## config.mk

```make
export PLATFORM = sky130hd
export DESIGN_NAME = ssf_sync_channel_framer
export DESIGN_NICKNAME = d
export VERILOG_FILES = /design/src/ssf_pkg.sv /design/src/ssf_sync_channel_framer.sv
export SDC_FILE = /design/constraint.sdc
export NUM_CORES = 1
export LEC_CHECK = 0
export ABC_AREA = 0
export BUFFER_PORTS_ARGS = -buffer_cell sky130_fd_sc_hd__buf_4
export CAP_MARGIN = 0
export CORE_UTILIZATION = 43
export DETAILED_ROUTE_END_ITERATION = 8
export SLEW_MARGIN = 20
export SYNTH_ARGS = -nofsm -noshare
export SYNTH_HDL_FRONTEND = slang
export SYNTH_SLANG_ARGS = --single-unit
```

## constraint.sdc

```tcl
create_clock -name clock -period 8.7 [get_ports clock]
set_clock_uncertainty 0.05 [all_clocks]
set_input_delay 0.435 -clock clock [delete_from_list [all_inputs] [get_ports clock]]
set_output_delay 0.435 -clock clock [all_outputs]
set_load 0.05 [all_outputs]
```

## src/ssf_pkg.sv

```systemverilog
// Constants, register map and encodings for the sync channel framer.
// Assumes one pixel output clock domain; the link clock is sampled, not used as a clock.
// What this block does
// After each sync word send a word carrying the 3-bit window id, 0 to 7.
// With several windows active, report only the largest window id.
// Every other sync slot carries a black, image, CRC or training class code.
// Black and image class codes come from fields defaulting 0x015 and 0x035.
// CRC and sync training class codes come from fields defaulting 0x059 and 0x3A6.
// While lanes send their CRC words the sync channel sends the CRC class code.
// Eight-bit sync words use the same fields minus their two low bits.
// Eight-bit sync: bits 7:5 frame/line begin/finish code, bits 4:0 identifier.
// Eight-bit window id word holds the id in bits 4:2, other bits zero.
// Eight-bit class codes are bits 9:2 of the ten-bit fields.
// When idle, all lanes send training pattern, sync sends training class code.
// Lane training pattern has its own field, default 0x3A6.
// Eight-bit lane training pattern is bits 9:2 of that field.
// Each lane sends its own CRC over its line data at the line's end.
// Idle and training words are left out of the CRC.
// Ten-bit CRC polynomial has terms at powers 10, 9, 6, 3, 2, 1, 0.
// CRC reloads with the seed at each line start, updates per data word.
// Seed select bit: zero seeds all zeros, one seeds all ones, both modes.
// Eight-bit CRC polynomial has terms at powers 8, 6, 3, 2, 0.
// CRC spans the whole line, covering all overlapping windows together.
// Receiver gets no error protection on sync words, only on lane words.
// Pixels go out in kernels eight wide, one tall, two pixels per lane.
// Ten-bit sync: bits 9:7 begin/finish code, bits 6:0 identifier default 0x2A.
// Lines open with line begin, close with line finish; frame codes at ends.
// Words are ten bits long in ten-bit mode and eight in eight-bit mode.
// Lane CRC word has the mode's width, sent in the CRC class code slot.
package ssf_pkg;

    localparam int LANES      = 4;
    localparam int WORD_W     = 10;
    localparam int LANE_BUS_W = 40;
    localparam int WIN_W      = 8;
    localparam int BUF_DEPTH  = 2;
    localparam int ITEM_W     = 51;

    // Item field positions
    localparam int ITEM_WIN_LSB  = 40;
    localparam int ITEM_EDGE_BIT = 48;
    localparam int ITEM_KIND_LSB = 49;

    // Item kinds
    localparam logic [1:0] KIND_BEGIN  = 2'h0;
    localparam logic [1:0] KIND_FINISH = 2'h1;
    localparam logic [1:0] KIND_BLACK  = 2'h2;
    localparam logic [1:0] KIND_IMAGE  = 2'h3;

    // Register offsets
    localparam logic [7:0] REG_TRAIN_DATA = 8'h82;
    localparam logic [7:0] REG_SYNC_ID    = 8'h83;
    localparam logic [7:0] REG_BLACK      = 8'h84;
    localparam logic [7:0] REG_IMAGE      = 8'h85;
    localparam logic [7:0] REG_CRC        = 8'h86;
    localparam logic [7:0] REG_TRAIN_SYNC = 8'h87;
    localparam logic [7:0] REG_STATUS     = 8'h88;

    // Reset values
    localparam logic [9:0] RST_TRAIN_DATA = 10'h3a6;
    localparam logic [6:0] RST_SYNC_ID    = 7'h2a;
    localparam logic [9:0] RST_BLACK      = 10'h015;
    localparam logic [9:0] RST_IMAGE      = 10'h035;
    localparam logic [9:0] RST_CRC        = 10'h059;
    localparam logic [9:0] RST_TRAIN_SYNC = 10'h3a6;

    // Sync word kind codes
    localparam logic [2:0] CODE_FRAME_BEGIN  = 3'h5;
    localparam logic [2:0] CODE_FRAME_FINISH = 3'h6;
    localparam logic [2:0] CODE_LINE_BEGIN   = 3'h1;
    localparam logic [2:0] CODE_LINE_FINISH  = 3'h2;

    // CRC generators without the top term
    localparam logic [9:0] CRC10_POLY = 10'h24f;
    localparam logic [7:0] CRC8_POLY  = 8'h4d;

    // Data items per eight-pixel kernel: two pixels on each of four lanes
    localparam logic KERNEL_LAST_HALF = 1'h1;

    typedef enum logic [1:0] {
        PH_ITEM,
        PH_WID_BEGIN,
        PH_WID_FINISH,
        PH_CRC
    } ssf_phase_t;

endpackage

```

## src/ssf_sync_channel_framer.sv

```systemverilog
// Sync channel framer: turns line items into sync words and lane words, one per link slot.
// Assumes items come from logic on clock; link_clock is a pin sampled here.
`timescale 1ns/1ns

module ssf_sync_channel_framer (
    input  wire logic                       clock,         // Pixel output clock
    input  wire logic                       reset,         // Synchronous, active high
    input  wire logic                       link_clock,    // Link word clock pin
    input  wire logic                       mode_8bit,     // High selects eight-bit words
    input  wire logic                       crc_seed_ones, // High seeds CRC with ones
    input  wire logic                       reg_wr_en,     // Register write strobe
    input  wire logic                       reg_rd_en,     // Register read strobe
    input  wire logic [7:0]                 reg_addr,      // Register offset
    input  wire logic [9:0]                 reg_wr_data,   // Write data
    output logic      [9:0]                 reg_rd_data,   // Read data, next cycle
    input  wire logic                       item_valid,    // Item offered
    output logic                            item_ready,    // Buffer has room
    input  wire logic [1:0]                 item_kind,     // Begin, finish, black, image
    input  wire logic                       item_edge,     // First or last line of frame
    input  wire logic [7:0]                 item_window,   // Active window mask
    input  wire logic [39:0]                item_lanes,    // Four ten-bit pixels
    output logic      [9:0]                 sync_word,     // Sync channel word
    output logic      [39:0]                lane_words,    // Four lane words
    output logic                            word_strobe    // One cycle per new word
);

    // ************************************************************
    // Link clock sampling
    // ************************************************************
    logic link_s1_ff;
    logic link_s2_ff;
    logic link_s3_ff;
    logic link_lvl_ff;
    logic nxt_link_lvl;
    wire  slot;

    assign nxt_link_lvl = (link_s2_ff == link_s3_ff) ? link_s2_ff : link_lvl_ff;
    // A slot is a settled rise of the link clock
    assign slot = link_s2_ff & link_s3_ff & ~link_lvl_ff;

    always_ff @(posedge clock) begin
        if (reset) begin
            link_s1_ff  <= 1'h0;
            link_s2_ff  <= 1'h0;
            link_s3_ff  <= 1'h0;
            link_lvl_ff <= 1'h0;
        end else begin
            link_s1_ff  <= link_clock;
            link_s2_ff  <= link_s1_ff;
            link_s3_ff  <= link_s2_ff;
            link_lvl_ff <= nxt_link_lvl;
        end
    end

    // ************************************************************
    // Registers
    // ************************************************************
    logic [9:0] train_data_ff;
    logic [6:0] sync_id_ff;
    logic [9:0] black_ff;
    logic [9:0] image_ff;
    logic [9:0] crc_class_ff;
    logic [9:0] train_sync_ff;
    logic [9:0] rd_data_ff;
    logic [9:0] status;
    logic [9:0] nxt_rd_data;

    always_ff @(posedge clock) begin
        if (reset) begin
            train_data_ff <= ssf_pkg::RST_TRAIN_DATA;
            sync_id_ff    <= ssf_pkg::RST_SYNC_ID;
            black_ff      <= ssf_pkg::RST_BLACK;
            image_ff      <= ssf_pkg::RST_IMAGE;
            crc_class_ff  <= ssf_pkg::RST_CRC;
            train_sync_ff <= ssf_pkg::RST_TRAIN_SYNC;
        end else if (reg_wr_en) begin
            if (reg_addr == ssf_pkg::REG_TRAIN_DATA) train_data_ff <= reg_wr_data;
            if (reg_addr == ssf_pkg::REG_SYNC_ID)    sync_id_ff    <= reg_wr_data[6:0];
            if (reg_addr == ssf_pkg::REG_BLACK)      black_ff      <= reg_wr_data;
            if (reg_addr == ssf_pkg::REG_IMAGE)      image_ff      <= reg_wr_data;
            if (reg_addr == ssf_pkg::REG_CRC)        crc_class_ff  <= reg_wr_data;
            if (reg_addr == ssf_pkg::REG_TRAIN_SYNC) train_sync_ff <= reg_wr_data;
        end
    end

    // Unmapped offsets read as zero
    assign nxt_rd_data = (reg_addr == ssf_pkg::REG_TRAIN_DATA) ? train_data_ff :
                         (reg_addr == ssf_pkg::REG_SYNC_ID)    ? {3'h0, sync_id_ff} :
                         (reg_addr == ssf_pkg::REG_BLACK)      ? black_ff :
                         (reg_addr == ssf_pkg::REG_IMAGE)      ? image_ff :
                         (reg_addr == ssf_pkg::REG_CRC)        ? crc_class_ff :
                         (reg_addr == ssf_pkg::REG_TRAIN_SYNC) ? train_sync_ff :
                         (reg_addr == ssf_pkg::REG_STATUS)     ? status : 10'h000;

    always_ff @(posedge clock) begin
        if (reset) rd_data_ff <= 10'h000;
        else if (reg_rd_en) rd_data_ff <= nxt_rd_data;
    end

    // ************************************************************
    // Two-entry item buffer
    // ************************************************************
    logic [50:0] buf_ff [2];
    logic        wr_ptr_ff;
    logic        rd_ptr_ff;
    logic [1:0]  count_ff;
    logic        ready_ff;
    logic [1:0]  nxt_count;
    wire         push;
    wire         pop;
    wire         have_item;
    wire  [50:0] head;
    wire  [1:0]  head_kind;
    wire         head_edge;
    wire  [7:0]  head_window;
    wire  [39:0] head_lanes;
    ssf_pkg::ssf_phase_t phase_ff;
    ssf_pkg::ssf_phase_t nxt_phase;

    assign push        = item_valid & ready_ff;
    assign have_item   = (count_ff != 2'h0);
    assign pop         = slot & (phase_ff == ssf_pkg::PH_ITEM) & have_item;
    assign nxt_count   = count_ff + {1'h0, push} - {1'h0, pop};
    assign head        = buf_ff[rd_ptr_ff];
    assign head_kind   = head[ssf_pkg::ITEM_KIND_LSB +: 2];
    assign head_edge   = head[ssf_pkg::ITEM_EDGE_BIT];
    assign head_window = head[ssf_pkg::ITEM_WIN_LSB +: ssf_pkg::WIN_W];
    assign head_lanes  = head[ssf_pkg::LANE_BUS_W-1:0];

    always_ff @(posedge clock) begin
        if (reset) begin
            wr_ptr_ff <= 1'h0;
            rd_ptr_ff <= 1'h0;
            count_ff  <= 2'h0;
            ready_ff  <= 1'h0;
        end else begin
            if (push) wr_ptr_ff <= ~wr_ptr_ff;
            if (pop)  rd_ptr_ff <= ~rd_ptr_ff;
            count_ff <= nxt_count;
            // Ready drops as soon as both entries fill, so a slow link stalls the source
            ready_ff <= (nxt_count != 2'h2);
        end
    end

    always_ff @(posedge clock) begin
        if (push) buf_ff[wr_ptr_ff] <= {item_kind, item_edge, item_window, item_lanes};
    end

    // ************************************************************
    // Highest active window
    // ************************************************************
    wire [2:0] wid_chain [9];

    assign wid_chain[0] = 3'h0;
    generate
        for (genvar w = 0; w < ssf_pkg::WIN_W; w++) begin : g_wid
            // Later bits override earlier ones, so the top set bit wins
            assign wid_chain[w+1] = head_window[w] ? 3'(w) : wid_chain[w];
        end
    endgenerate

    // ************************************************************
    // Word formatting
    // ************************************************************
    function automatic logic [9:0] fmt(input logic [9:0] f, input logic m8);
        // Eight-bit words drop the two low field bits and sit in the low byte
        fmt = m8 ? {2'h0, f[9:2]} : f;
    endfunction

    function automatic logic [9:0] crc_step(input logic [9:0] c, input logic [9:0] d, input logic m8);
        logic [9:0] r;
        logic       fb;
        r = c;
        if (m8) begin
            for (int b = 7; b >= 0; b--) begin
                fb = r[7] ^ d[b];
                r  = {2'h0, r[6:0], 1'h0};
                if (fb) r[7:0] = r[7:0] ^ ssf_pkg::CRC8_POLY;
            end
        end else begin
            for (int b = 9; b >= 0; b--) begin
                fb = r[9] ^ d[b];
                r  = {r[8:0], 1'h0};
                if (fb) r = r ^ ssf_pkg::CRC10_POLY;
            end
        end
        crc_step = r;
    endfunction

    logic [2:0]  wid_ff;
    logic [2:0]  nxt_wid;
    logic [9:0]  sync_ff;
    logic [9:0]  nxt_sync;
    logic [39:0] lanes_ff;
    logic [39:0] nxt_lanes;
    logic        strobe_ff;
    wire  [9:0]  sync_id_word;
    wire  [9:0]  wid_word;
    wire  [2:0]  begin_code;
    wire  [2:0]  finish_code;
    wire  [39:0] train_lanes;
    wire  [39:0] data_lanes;
    wire  [39:0] crc_lanes;
    wire         crc_reload;
    wire         crc_update;
    wire         is_data;

    assign begin_code  = head_edge ? ssf_pkg::CODE_FRAME_BEGIN : ssf_pkg::CODE_LINE_BEGIN;
    assign finish_code = head_edge ? ssf_pkg::CODE_FRAME_FINISH : ssf_pkg::CODE_LINE_FINISH;
    // Identifier part of a sync word; eight-bit mode keeps bits 6:2
    assign sync_id_word = mode_8bit ? {5'h00, sync_id_ff[6:2]} : {3'h0, sync_id_ff};
    assign wid_word     = mode_8bit ? {5'h00, wid_ff, 2'h0} : {7'h00, wid_ff};
    assign is_data      = (head_kind == ssf_pkg::KIND_BLACK) | (head_kind == ssf_pkg::KIND_IMAGE);
    assign crc_reload   = pop & (head_kind == ssf_pkg::KIND_BEGIN);
    // Only data items feed the CRC; sync slots and training leave it alone
    assign crc_update   = pop & is_data;

    // ************************************************************
    // Per-lane CRC
    // ************************************************************
    logic [9:0] crc_ff [4];

    generate
        for (genvar i = 0; i < ssf_pkg::LANES; i++) begin : g_lane
            wire [9:0] pix_word;
            wire [9:0] nxt_crc;

            assign train_lanes[i*10 +: 10] = fmt(train_data_ff, mode_8bit);
            assign pix_word                = fmt(head_lanes[i*10 +: 10], mode_8bit);
            assign data_lanes[i*10 +: 10]  = pix_word;
            // CRC word has the current mode width
            assign crc_lanes[i*10 +: 10]   = mode_8bit ? {2'h0, crc_ff[i][7:0]} : crc_ff[i];
            assign nxt_crc = crc_reload ? (crc_seed_ones ? 10'h3ff : 10'h000) :
                             crc_update ? crc_step(crc_ff[i], pix_word, mode_8bit) :
                             crc_ff[i];

            always_ff @(posedge clock) begin
                if (reset) crc_ff[i] <= 10'h000;
                else crc_ff[i] <= nxt_crc;
            end
        end
    endgenerate

    // ************************************************************
    // Slot sequencing
    // ************************************************************
    always_comb begin
        nxt_phase = phase_ff;
        nxt_sync  = sync_ff;
        nxt_lanes = lanes_ff;
        nxt_wid   = wid_ff;
        if (slot) begin
            nxt_sync  = fmt(train_sync_ff, mode_8bit);
            nxt_lanes = train_lanes;
            case (phase_ff)
                ssf_pkg::PH_WID_BEGIN: begin
                    nxt_sync  = wid_word;
                    nxt_phase = ssf_pkg::PH_ITEM;
                end
                ssf_pkg::PH_WID_FINISH: begin
                    nxt_sync  = wid_word;
                    nxt_phase = ssf_pkg::PH_CRC;
                end
                ssf_pkg::PH_CRC: begin
                    nxt_sync  = fmt(crc_class_ff, mode_8bit);
                    nxt_lanes = crc_lanes;
                    nxt_phase = ssf_pkg::PH_ITEM;
                end
                ssf_pkg::PH_ITEM: begin
                    if (have_item) begin
                        case (head_kind)
                            ssf_pkg::KIND_BEGIN: begin
                                nxt_sync  = mode_8bit ? {2'h0, begin_code, sync_id_word[4:0]} :
                                                        {begin_code, sync_id_word[6:0]};
                                nxt_wid   = wid_chain[8];
                                nxt_phase = ssf_pkg::PH_WID_BEGIN;
                            end
                            ssf_pkg::KIND_FINISH: begin
                                nxt_sync  = mode_8bit ? {2'h0, finish_code, sync_id_word[4:0]} :
                                                        {finish_code, sync_id_word[6:0]};
                                nxt_wid   = wid_chain[8];
                                nxt_phase = ssf_pkg::PH_WID_FINISH;
                            end
                            ssf_pkg::KIND_BLACK: begin
                                nxt_sync  = fmt(black_ff, mode_8bit);
                                nxt_lanes = data_lanes;
                            end
                            default: begin
                                nxt_sync  = fmt(image_ff, mode_8bit);
                                nxt_lanes = data_lanes;
                            end
                        endcase
                    end
                end
                default: nxt_phase = ssf_pkg::PH_ITEM;
            endcase
        end
    end

    always_ff @(posedge clock) begin
        if (reset) begin
            phase_ff  <= ssf_pkg::PH_ITEM;
            sync_ff   <= 10'h000;
            lanes_ff  <= 40'h0;
            wid_ff    <= 3'h0;
            strobe_ff <= 1'h0;
        end else begin
            phase_ff  <= nxt_phase;
            sync_ff   <= nxt_sync;
            lanes_ff  <= nxt_lanes;
            wid_ff    <= nxt_wid;
            strobe_ff <= slot;
        end
    end

    // ************************************************************
    // Line and kernel state
    // ************************************************************
    logic       in_line_ff;
    logic       frame_active_ff;
    logic       half_ff;
    logic [7:0] kernel_cnt_ff;

    always_ff @(posedge clock) begin
        if (reset) begin
            in_line_ff      <= 1'h0;
            frame_active_ff <= 1'h0;
            half_ff         <= 1'h0;
            kernel_cnt_ff   <= 8'h00;
        end else if (crc_reload) begin
            in_line_ff    <= 1'h1;
            half_ff       <= 1'h0;
            kernel_cnt_ff <= 8'h00;
            if (head_edge) frame_active_ff <= 1'h1;
        end else if (pop & (head_kind == ssf_pkg::KIND_FINISH)) begin
            in_line_ff <= 1'h0;
            if (head_edge) frame_active_ff <= 1'h0;
        end else if (crc_update) begin
            // Two data items carry one eight-pixel kernel over four lanes
            half_ff <= ~half_ff;
            if (half_ff == ssf_pkg::KERNEL_LAST_HALF) kernel_cnt_ff <= kernel_cnt_ff + 8'h01;
        end
    end

    assign status = {kernel_cnt_ff, in_line_ff, frame_active_ff};

    assign reg_rd_data = rd_data_ff;
    assign item_ready  = ready_ff;
    assign sync_word   = sync_ff;
    assign lane_words  = lanes_ff;
    assign word_strobe = strobe_ff;

    // ************************************************************
    // Checks
    // ************************************************************
    begin_sync_a: assert property (@(posedge clock) disable iff (reset)
        (crc_reload && !mode_8bit) |=> sync_ff[9:7] == ($past(head_edge) ? 3'h5 : 3'h1))
        else $error("begin sync code wrong");

    wid_word_a: assert property (@(posedge clock) disable iff (reset)
        (pop && head_kind == ssf_pkg::KIND_BEGIN && !mode_8bit) |=> strobe_ff ##[1:300]
        (strobe_ff && sync_ff == {7'h00, wid_ff}))
        else $error("window id word missing");

    wid_high_a: assert property (@(posedge clock) disable iff (reset)
        (head_window != 8'h00) |-> ((head_window >> wid_chain[8]) == 8'h01))
        else $error("window id not highest");

    crc_slot_a: assert property (@(posedge clock) disable iff (reset)
        (slot && phase_ff == ssf_pkg::PH_CRC && !mode_8bit) |=>
        (sync_ff == $past(crc_class_ff) && lanes_ff[9:0] == $past(crc_ff[0])))
        else $error("crc slot content wrong");

    train_idle_a: assert property (@(posedge clock) disable iff (reset)
        (slot && phase_ff == ssf_pkg::PH_ITEM && !have_item && !mode_8bit) |=>
        (lanes_ff[39:30] == $past(train_data_ff) && sync_ff == $past(train_sync_ff)))
        else $error("idle training wrong");

    crc_seed_a: assert property (@(posedge clock) disable iff (reset)
        crc_reload |=> crc_ff[1] == ($past(crc_seed_ones) ? 10'h3ff : 10'h000))
        else $error("crc seed wrong");

    crc_hold_a: assert property (@(posedge clock) disable iff (reset)
        (!crc_reload && !crc_update) |=> $stable(crc_ff[2]))
        else $error("crc moved outside data");

    class8_a: assert property (@(posedge clock) disable iff (reset)
        (pop && head_kind == ssf_pkg::KIND_IMAGE && mode_8bit) |=> sync_ff == {2'h0, $past(image_ff[9:2])})
        else $error("eight-bit class code wrong");

    buf_full_a: assert property (@(posedge clock) disable iff (reset)
        (count_ff == 2'h2) |-> !ready_ff)
        else $error("ready while full");

endmodule

```

## Yosys cells after proc, flatten, opt, wreduce, memory -nomap -nowiden

Memory sizes are Yosys's and may differ from the RTL's. A register that Yosys moved wholly into a read port is not among the register bits.
Index checks and enable logic that the tools add are counted.

| storage, ports and cells | value |
|---|---|
| flip-flop bits (word level) | 143 |
| RAM bits | 142 |
| input port bits | 77 |
| logic and storage cells | 437 |
| memories kept | 2 |

Memories:

| name | depth | width | read ports | clocked after memory_dff | wr ports | RTL line | source |
|---|---|---|---|---|---|---|---|
| buf_ff | 2 | 51 | 1 | 1 | 1 | ssf_sync_channel_framer.sv:103 | `logic [50:0] buf_ff [2];` |
| crc_ff | 4 | 10 | 4 | 0 | 4 | ssf_sync_channel_framer.sv:221 | `logic [9:0] crc_ff [4];` |

| cells by class | value |
|---|---|
| add/subtract/negate cells | 3 |
| equal/unequal tests | 19 |
| multiplexer cells | 208 |
| bitwise operators | 162 |
| reductions and logical operators | 19 |

Operator list:

| cell | number |
|---|---|
| $mux W10 | 116 |
| $not A6 Y6 | 40 |
| $mux W7 | 33 |
| $mux W8 | 28 |
| $not A4 Y4 | 32 |
| $mux W40 | 2 |
| $pmux W40 S2 | 1 |
| $xor A1 B1 Y1 | 72 |
| $pmux W10 S3 | 2 |
| $eq A8 B8 Y1 const B | 7 |
| $mux W3 | 6 |
| $mux W1 | 14 |
| $reduce_and A2 Y1 | 7 |
| $reduce_and A3 Y1 | 3 |
| $add A8 B1 Y8 const B | 1 |
| $and A1 B1 Y1 | 8 |
| $eq A2 B2 Y1 const B | 4 |
| $ne A2 B2 Y1 const B | 4 |
| $reduce_or A2 Y1 | 4 |
| $mux W2 | 3 |
| $pmux W2 S3 | 1 |
| $mux W5 | 1 |
| $not A1 Y1 | 5 |
| $or A1 B1 Y1 | 5 |
| 9 further kinds | 12 |

## Longest topological paths before layout

| logic depth | value |
|---|---|
| depth after elaboration | 34 |
| gate-level depth with buffers | 13 |
| gate-level depth less buffers | 12 |

## Worst setup path after synthesis

Ideal clock, no wire load.

| timing | value |
|---|---|
| path kind | register to register |
| start point | register ready_ff (netlist: item_ready) |
| end point | memory buf_ff[0][0], enable pin |
| library setup time | 0.458 ns |
| arrival | 2.950 ns |
| required time | 8.192 ns |
| slack | 5.242 ns |
| stages on the path, launching flop included | 3 |
| path buffers | 0 |
| path through | dfxtp_1 -> nand2_1 -> nor2_1 |

| between the ends | value |
|---|---|
| cells in the longest elaborated chain, start to end | 3 |

Ends and longest elaborated chain:

| what | RTL line | source |
|---|---|---|
| from (decl) | ssf_sync_channel_framer.sv:107 | `logic ready_ff;` |
| from (signal assigned) | ssf_sync_channel_framer.sv:141 | `ready_ff <= (nxt_count != 2'h2);` |
| $and A1 B1 Y1 | ssf_sync_channel_framer.sv:120 | `assign push = item_valid & ready_ff;` |
| $mux W1 | ssf_sync_channel_framer.sv:146 | `if (push) buf_ff[wr_ptr_ff] <= {item_kind, item_edge, item_window, item_lanes};` |
| $mux W1 (not written as such) | ssf_sync_channel_framer.sv:146 |  |
| to (decl) | ssf_sync_channel_framer.sv:103 |  |

Every way passes these cells.

==> qor.txt <==
status: complete, no violations
highest-count cells in the layout ignoring fill and taps: 183 x dfxtp_1, 181 x nor2_1, 168 x a21oi_1, 153 x buf_4, 132 x nand2_1
Clock Root Buffer: clkbuf_16
nature of the critical path endpoint: register
Tcrit/Tclk final: 44.3%
die height: 189 um
Synth Flop Type: dfxtp_1
final-report hold violation count: 0
DR vias/cell: 5.71
fillcell total: 3197
syn_area_per_cell: 9.87 um^2
CP arrival: 4180 ps
Post-Synth XOR/XNOR Area: 13.8%
worst slew pin tran: 1090 ps
Area Growth Syn to Fin: 16.5%
PD cells: 196 mW/mm^2
slowest stage delay, CP: 950 ps
synthesis-stage register bit count: 284
htree depth: 2
grt total ovfl: 0
CTS Buf Count: 34
placed instance area: 0.0163 mm^2
routed vias: 11947
Post-Place Setup Slack: 4860 ps
CP max FO: 47
headroom to the max-slew limit: 26.4%
Setup TNS Final: 0 ps
Synth Warn #: 0
vias in the first global route: 11201
Worst-Skew Late Latency: 520 ps
fraction of registers with async set/reset: 0%
synth unique cells: 63
number of placed I/O pins: 139
most frequent cell on the critical path: o21ai_0
Routability Congestion: 0.922
leading cell type in the layout, fill and taps excluded: dfxtp_1
number of remaining DRC errors: 0
Setup CP Type: reg -> reg
Final Worst Setup Slack: 4850 ps
syn_nets: 1610
Hold Crit Class: in -> reg
Rows: 68
drt wl/cell: 20.6 um
Final setup viols: 0
initial antenna violation count: 0
Post-Syn Area: 0.0151 mm^2
min Tclk post-route: 3850 ps
fin. max-slew vios: 0
clk slew on worst S/H paths: 60 ps
Synth Area in Adders: 0.581%
GR Util All Layers: 24.0%
Antenna diodes: 0
hold_buf cts: 0
Starting Density: 43.6%
Worst Path Required: 9020 ps
unrepaired setup endpoints after global routing: no
Clock Path Buffers: 3
CTS tree: done
global-route wire length before repair: 66100 um
Post-synth EDFFs: 100
share of layout cells above drive strength 1: 19.0%
post-synthesis sequential area ratio: 44.4%
Max IR drop VDD: 0.140 mV
Startpoint Class: register
Core Region: 0.0345 mm^2
Die W: 189 um
multiplexer share of the synthesized area: 9.94%
Max Cap Viol: 0
CP Cell Sequence: buf_4 -> mux2i_2 -> nor2_1 -> o21ai_0 -> o21ai_0 -> a22oi_1 -> a21oi_1
cell area after layout: 0.0175 mm^2
WL final: 43100 um
Post-CTS Setup Bufs: 0
drt first-iter violations: 999
Max Clk Rate: 259 MHz
DRT Pass-1 Iters: 6
critical path's slowest cell: o21ai_0
nets@finish: 1697
post-synthesis simple-gate area fraction: 13.2%
Post-Synthesis Cells: 1526
Final ANT Viol Nets: 0
CTS resizes: 0
compound-gate portion of the synthesized area: 14.8%
largest net degree at the start of global routing: 83
largest family of logic cells by synthesized area: compound AO/OA/AOI/OAI gates
worst reg2reg path depth: 7
hold depth: 1
number of clock sinks: 284
HPWL Detailed: 30500 um
Pleak: 6.44 nW
PortBufs: 137
Final Hold Slack: 47.7 ps
area of the die: 0.0358 mm^2
-- flip-flops by register name, summed over array words and instances (netlist names), 10 cells and up, named ones only --
register,count
train_sync_ff,10
reg_rd_data,10
crc_class_ff,10
black_ff,10
crc_ff,40
train_data_ff,10
buf_ff,100
lane_words,40
sync_word,10
image_ff,10
-- metrics by stage --
stage          util [%]  cells  total power, mW
2_1_floorplan         -   1526             1.81
3_3_place_gp       47.3   2032             1.93
3_5_place_dp       47.3   2032             1.94
4_1_cts            50.8   2093             3.46
5_1_grt            50.8   2093             3.55
6_report           50.8   2093             3.43
-- layer usage --
metal | wire, um | track usage [%] | vias to the layer above
met5 | 0 | 0 | -
met4 | 727 | 5.68 | 0
met3 | 3820 | 5.10 | 42
met2 | 18200 | 34.8 | 431
met1 | 20400 | 36.0 | 5810
li1 | - | - | 5664
-- synthesized netlist by cell type, types with 3 or more instances --
cell      count  area, um^2
xor2_1       41         359
nand4_1       8        50.1
nor2b_1       6        37.5
mux2i_1      49         490
nand2b_1      3        18.8
a311oi_1      4        35.0
ha_1          7        87.6
a211oi_1     11        82.6
dfxtp_1     184        3680
xnor2_4       6         165
o21ai_0      68         340
mux4_2       33         743
inv_1        11        41.3
buf_4         4        30.0
xnor2_1     116        1020
a31oi_1      17         106
a221oi_1      9        78.8
o21a_1        4        30.0
a211o_1      23         201
o21ai_1       3        15.0
a222oi_1     12         120
buf_2        14        70.1
buf_1        12        45.0
o211ai_1      6        45.0
buf_6         5        56.3
nand3_1      34         170
mux2_2       21         236
clkbuf_1     66         248
nor2_1      184         691
a22o_1        6        52.6
edfxtp_1    100        3000
or3_1         6        37.5
a21oi_1     168         841
a22oi_1      22         165
nand2_1     133         499
xor2_2        3        48.8
xnor2_2      24         390
and3_1       26         163
nor3_1       44         220
a21boi_0      4        30.0
-- path summary, 6_finish.rpt --
check                           slack (ps)                           to                   from
worst max-delay path                  4850  lane_words[23]$_SDFFE_PP0P_               register
worst min-delay path                    50       buf_ff[0][4]$_DFFE_PP_          item_lanes[4]
worst max register to register        4850  lane_words[23]$_SDFFE_PP0P_               register
worst min register to register         390        link_s2_ff$_SDFF_PP0_  link_s1_ff$_SDFF_PP0_
-- critical path, delay by kind of cell, from the launching register on --
| family | cells | cell delay (ps) |
|---|---|---|
| DFF | 1 | 430 |
| muxes | 1 | 550 |
| buffers and inverters | 1 | 670 |
| and+or+nand+nor | 1 | 340 |
| AOI/OAI and AO/OA | 4 | 1650 |
-- kinds of logic (layout without fill, tap and decap cells) --
kind of cell	after synthesis	in the layout
buffers and inverters	113	225
adders and majority gates	7	7
and+or+nand+nor	456	456
muxes	105	105
DFF	284	284
AOI/OAI and AO/OA	367	367
xor gates and xnor gates	194	194
-- where the power goes --
| part | total [mW] | switching (mW) | leakage (nW) | internal, mW |
|---|---|---|---|---|
| registers | 1.41 | 0.0121 | 2.40 | 1.40 |
| clock network | 1.52 | 0.566 | 0.596 | 0.952 |
| logic | 0.499 | 0.283 | 3.44 | 0.216 |
-- layout make-up --
cell class	count	area [um^2]	area share (%)
multi-input combinational	1129	7890	45.0
sequential	284	6690	38.1
timing repair buffer	153	1150	6.55
clock buffer	45	993	5.66
tap	455	569	3.24
clock inverter	16	213	1.21
inverter	11	41.3	0.235
No activity file was read; power rests on OpenSTA's default activity.
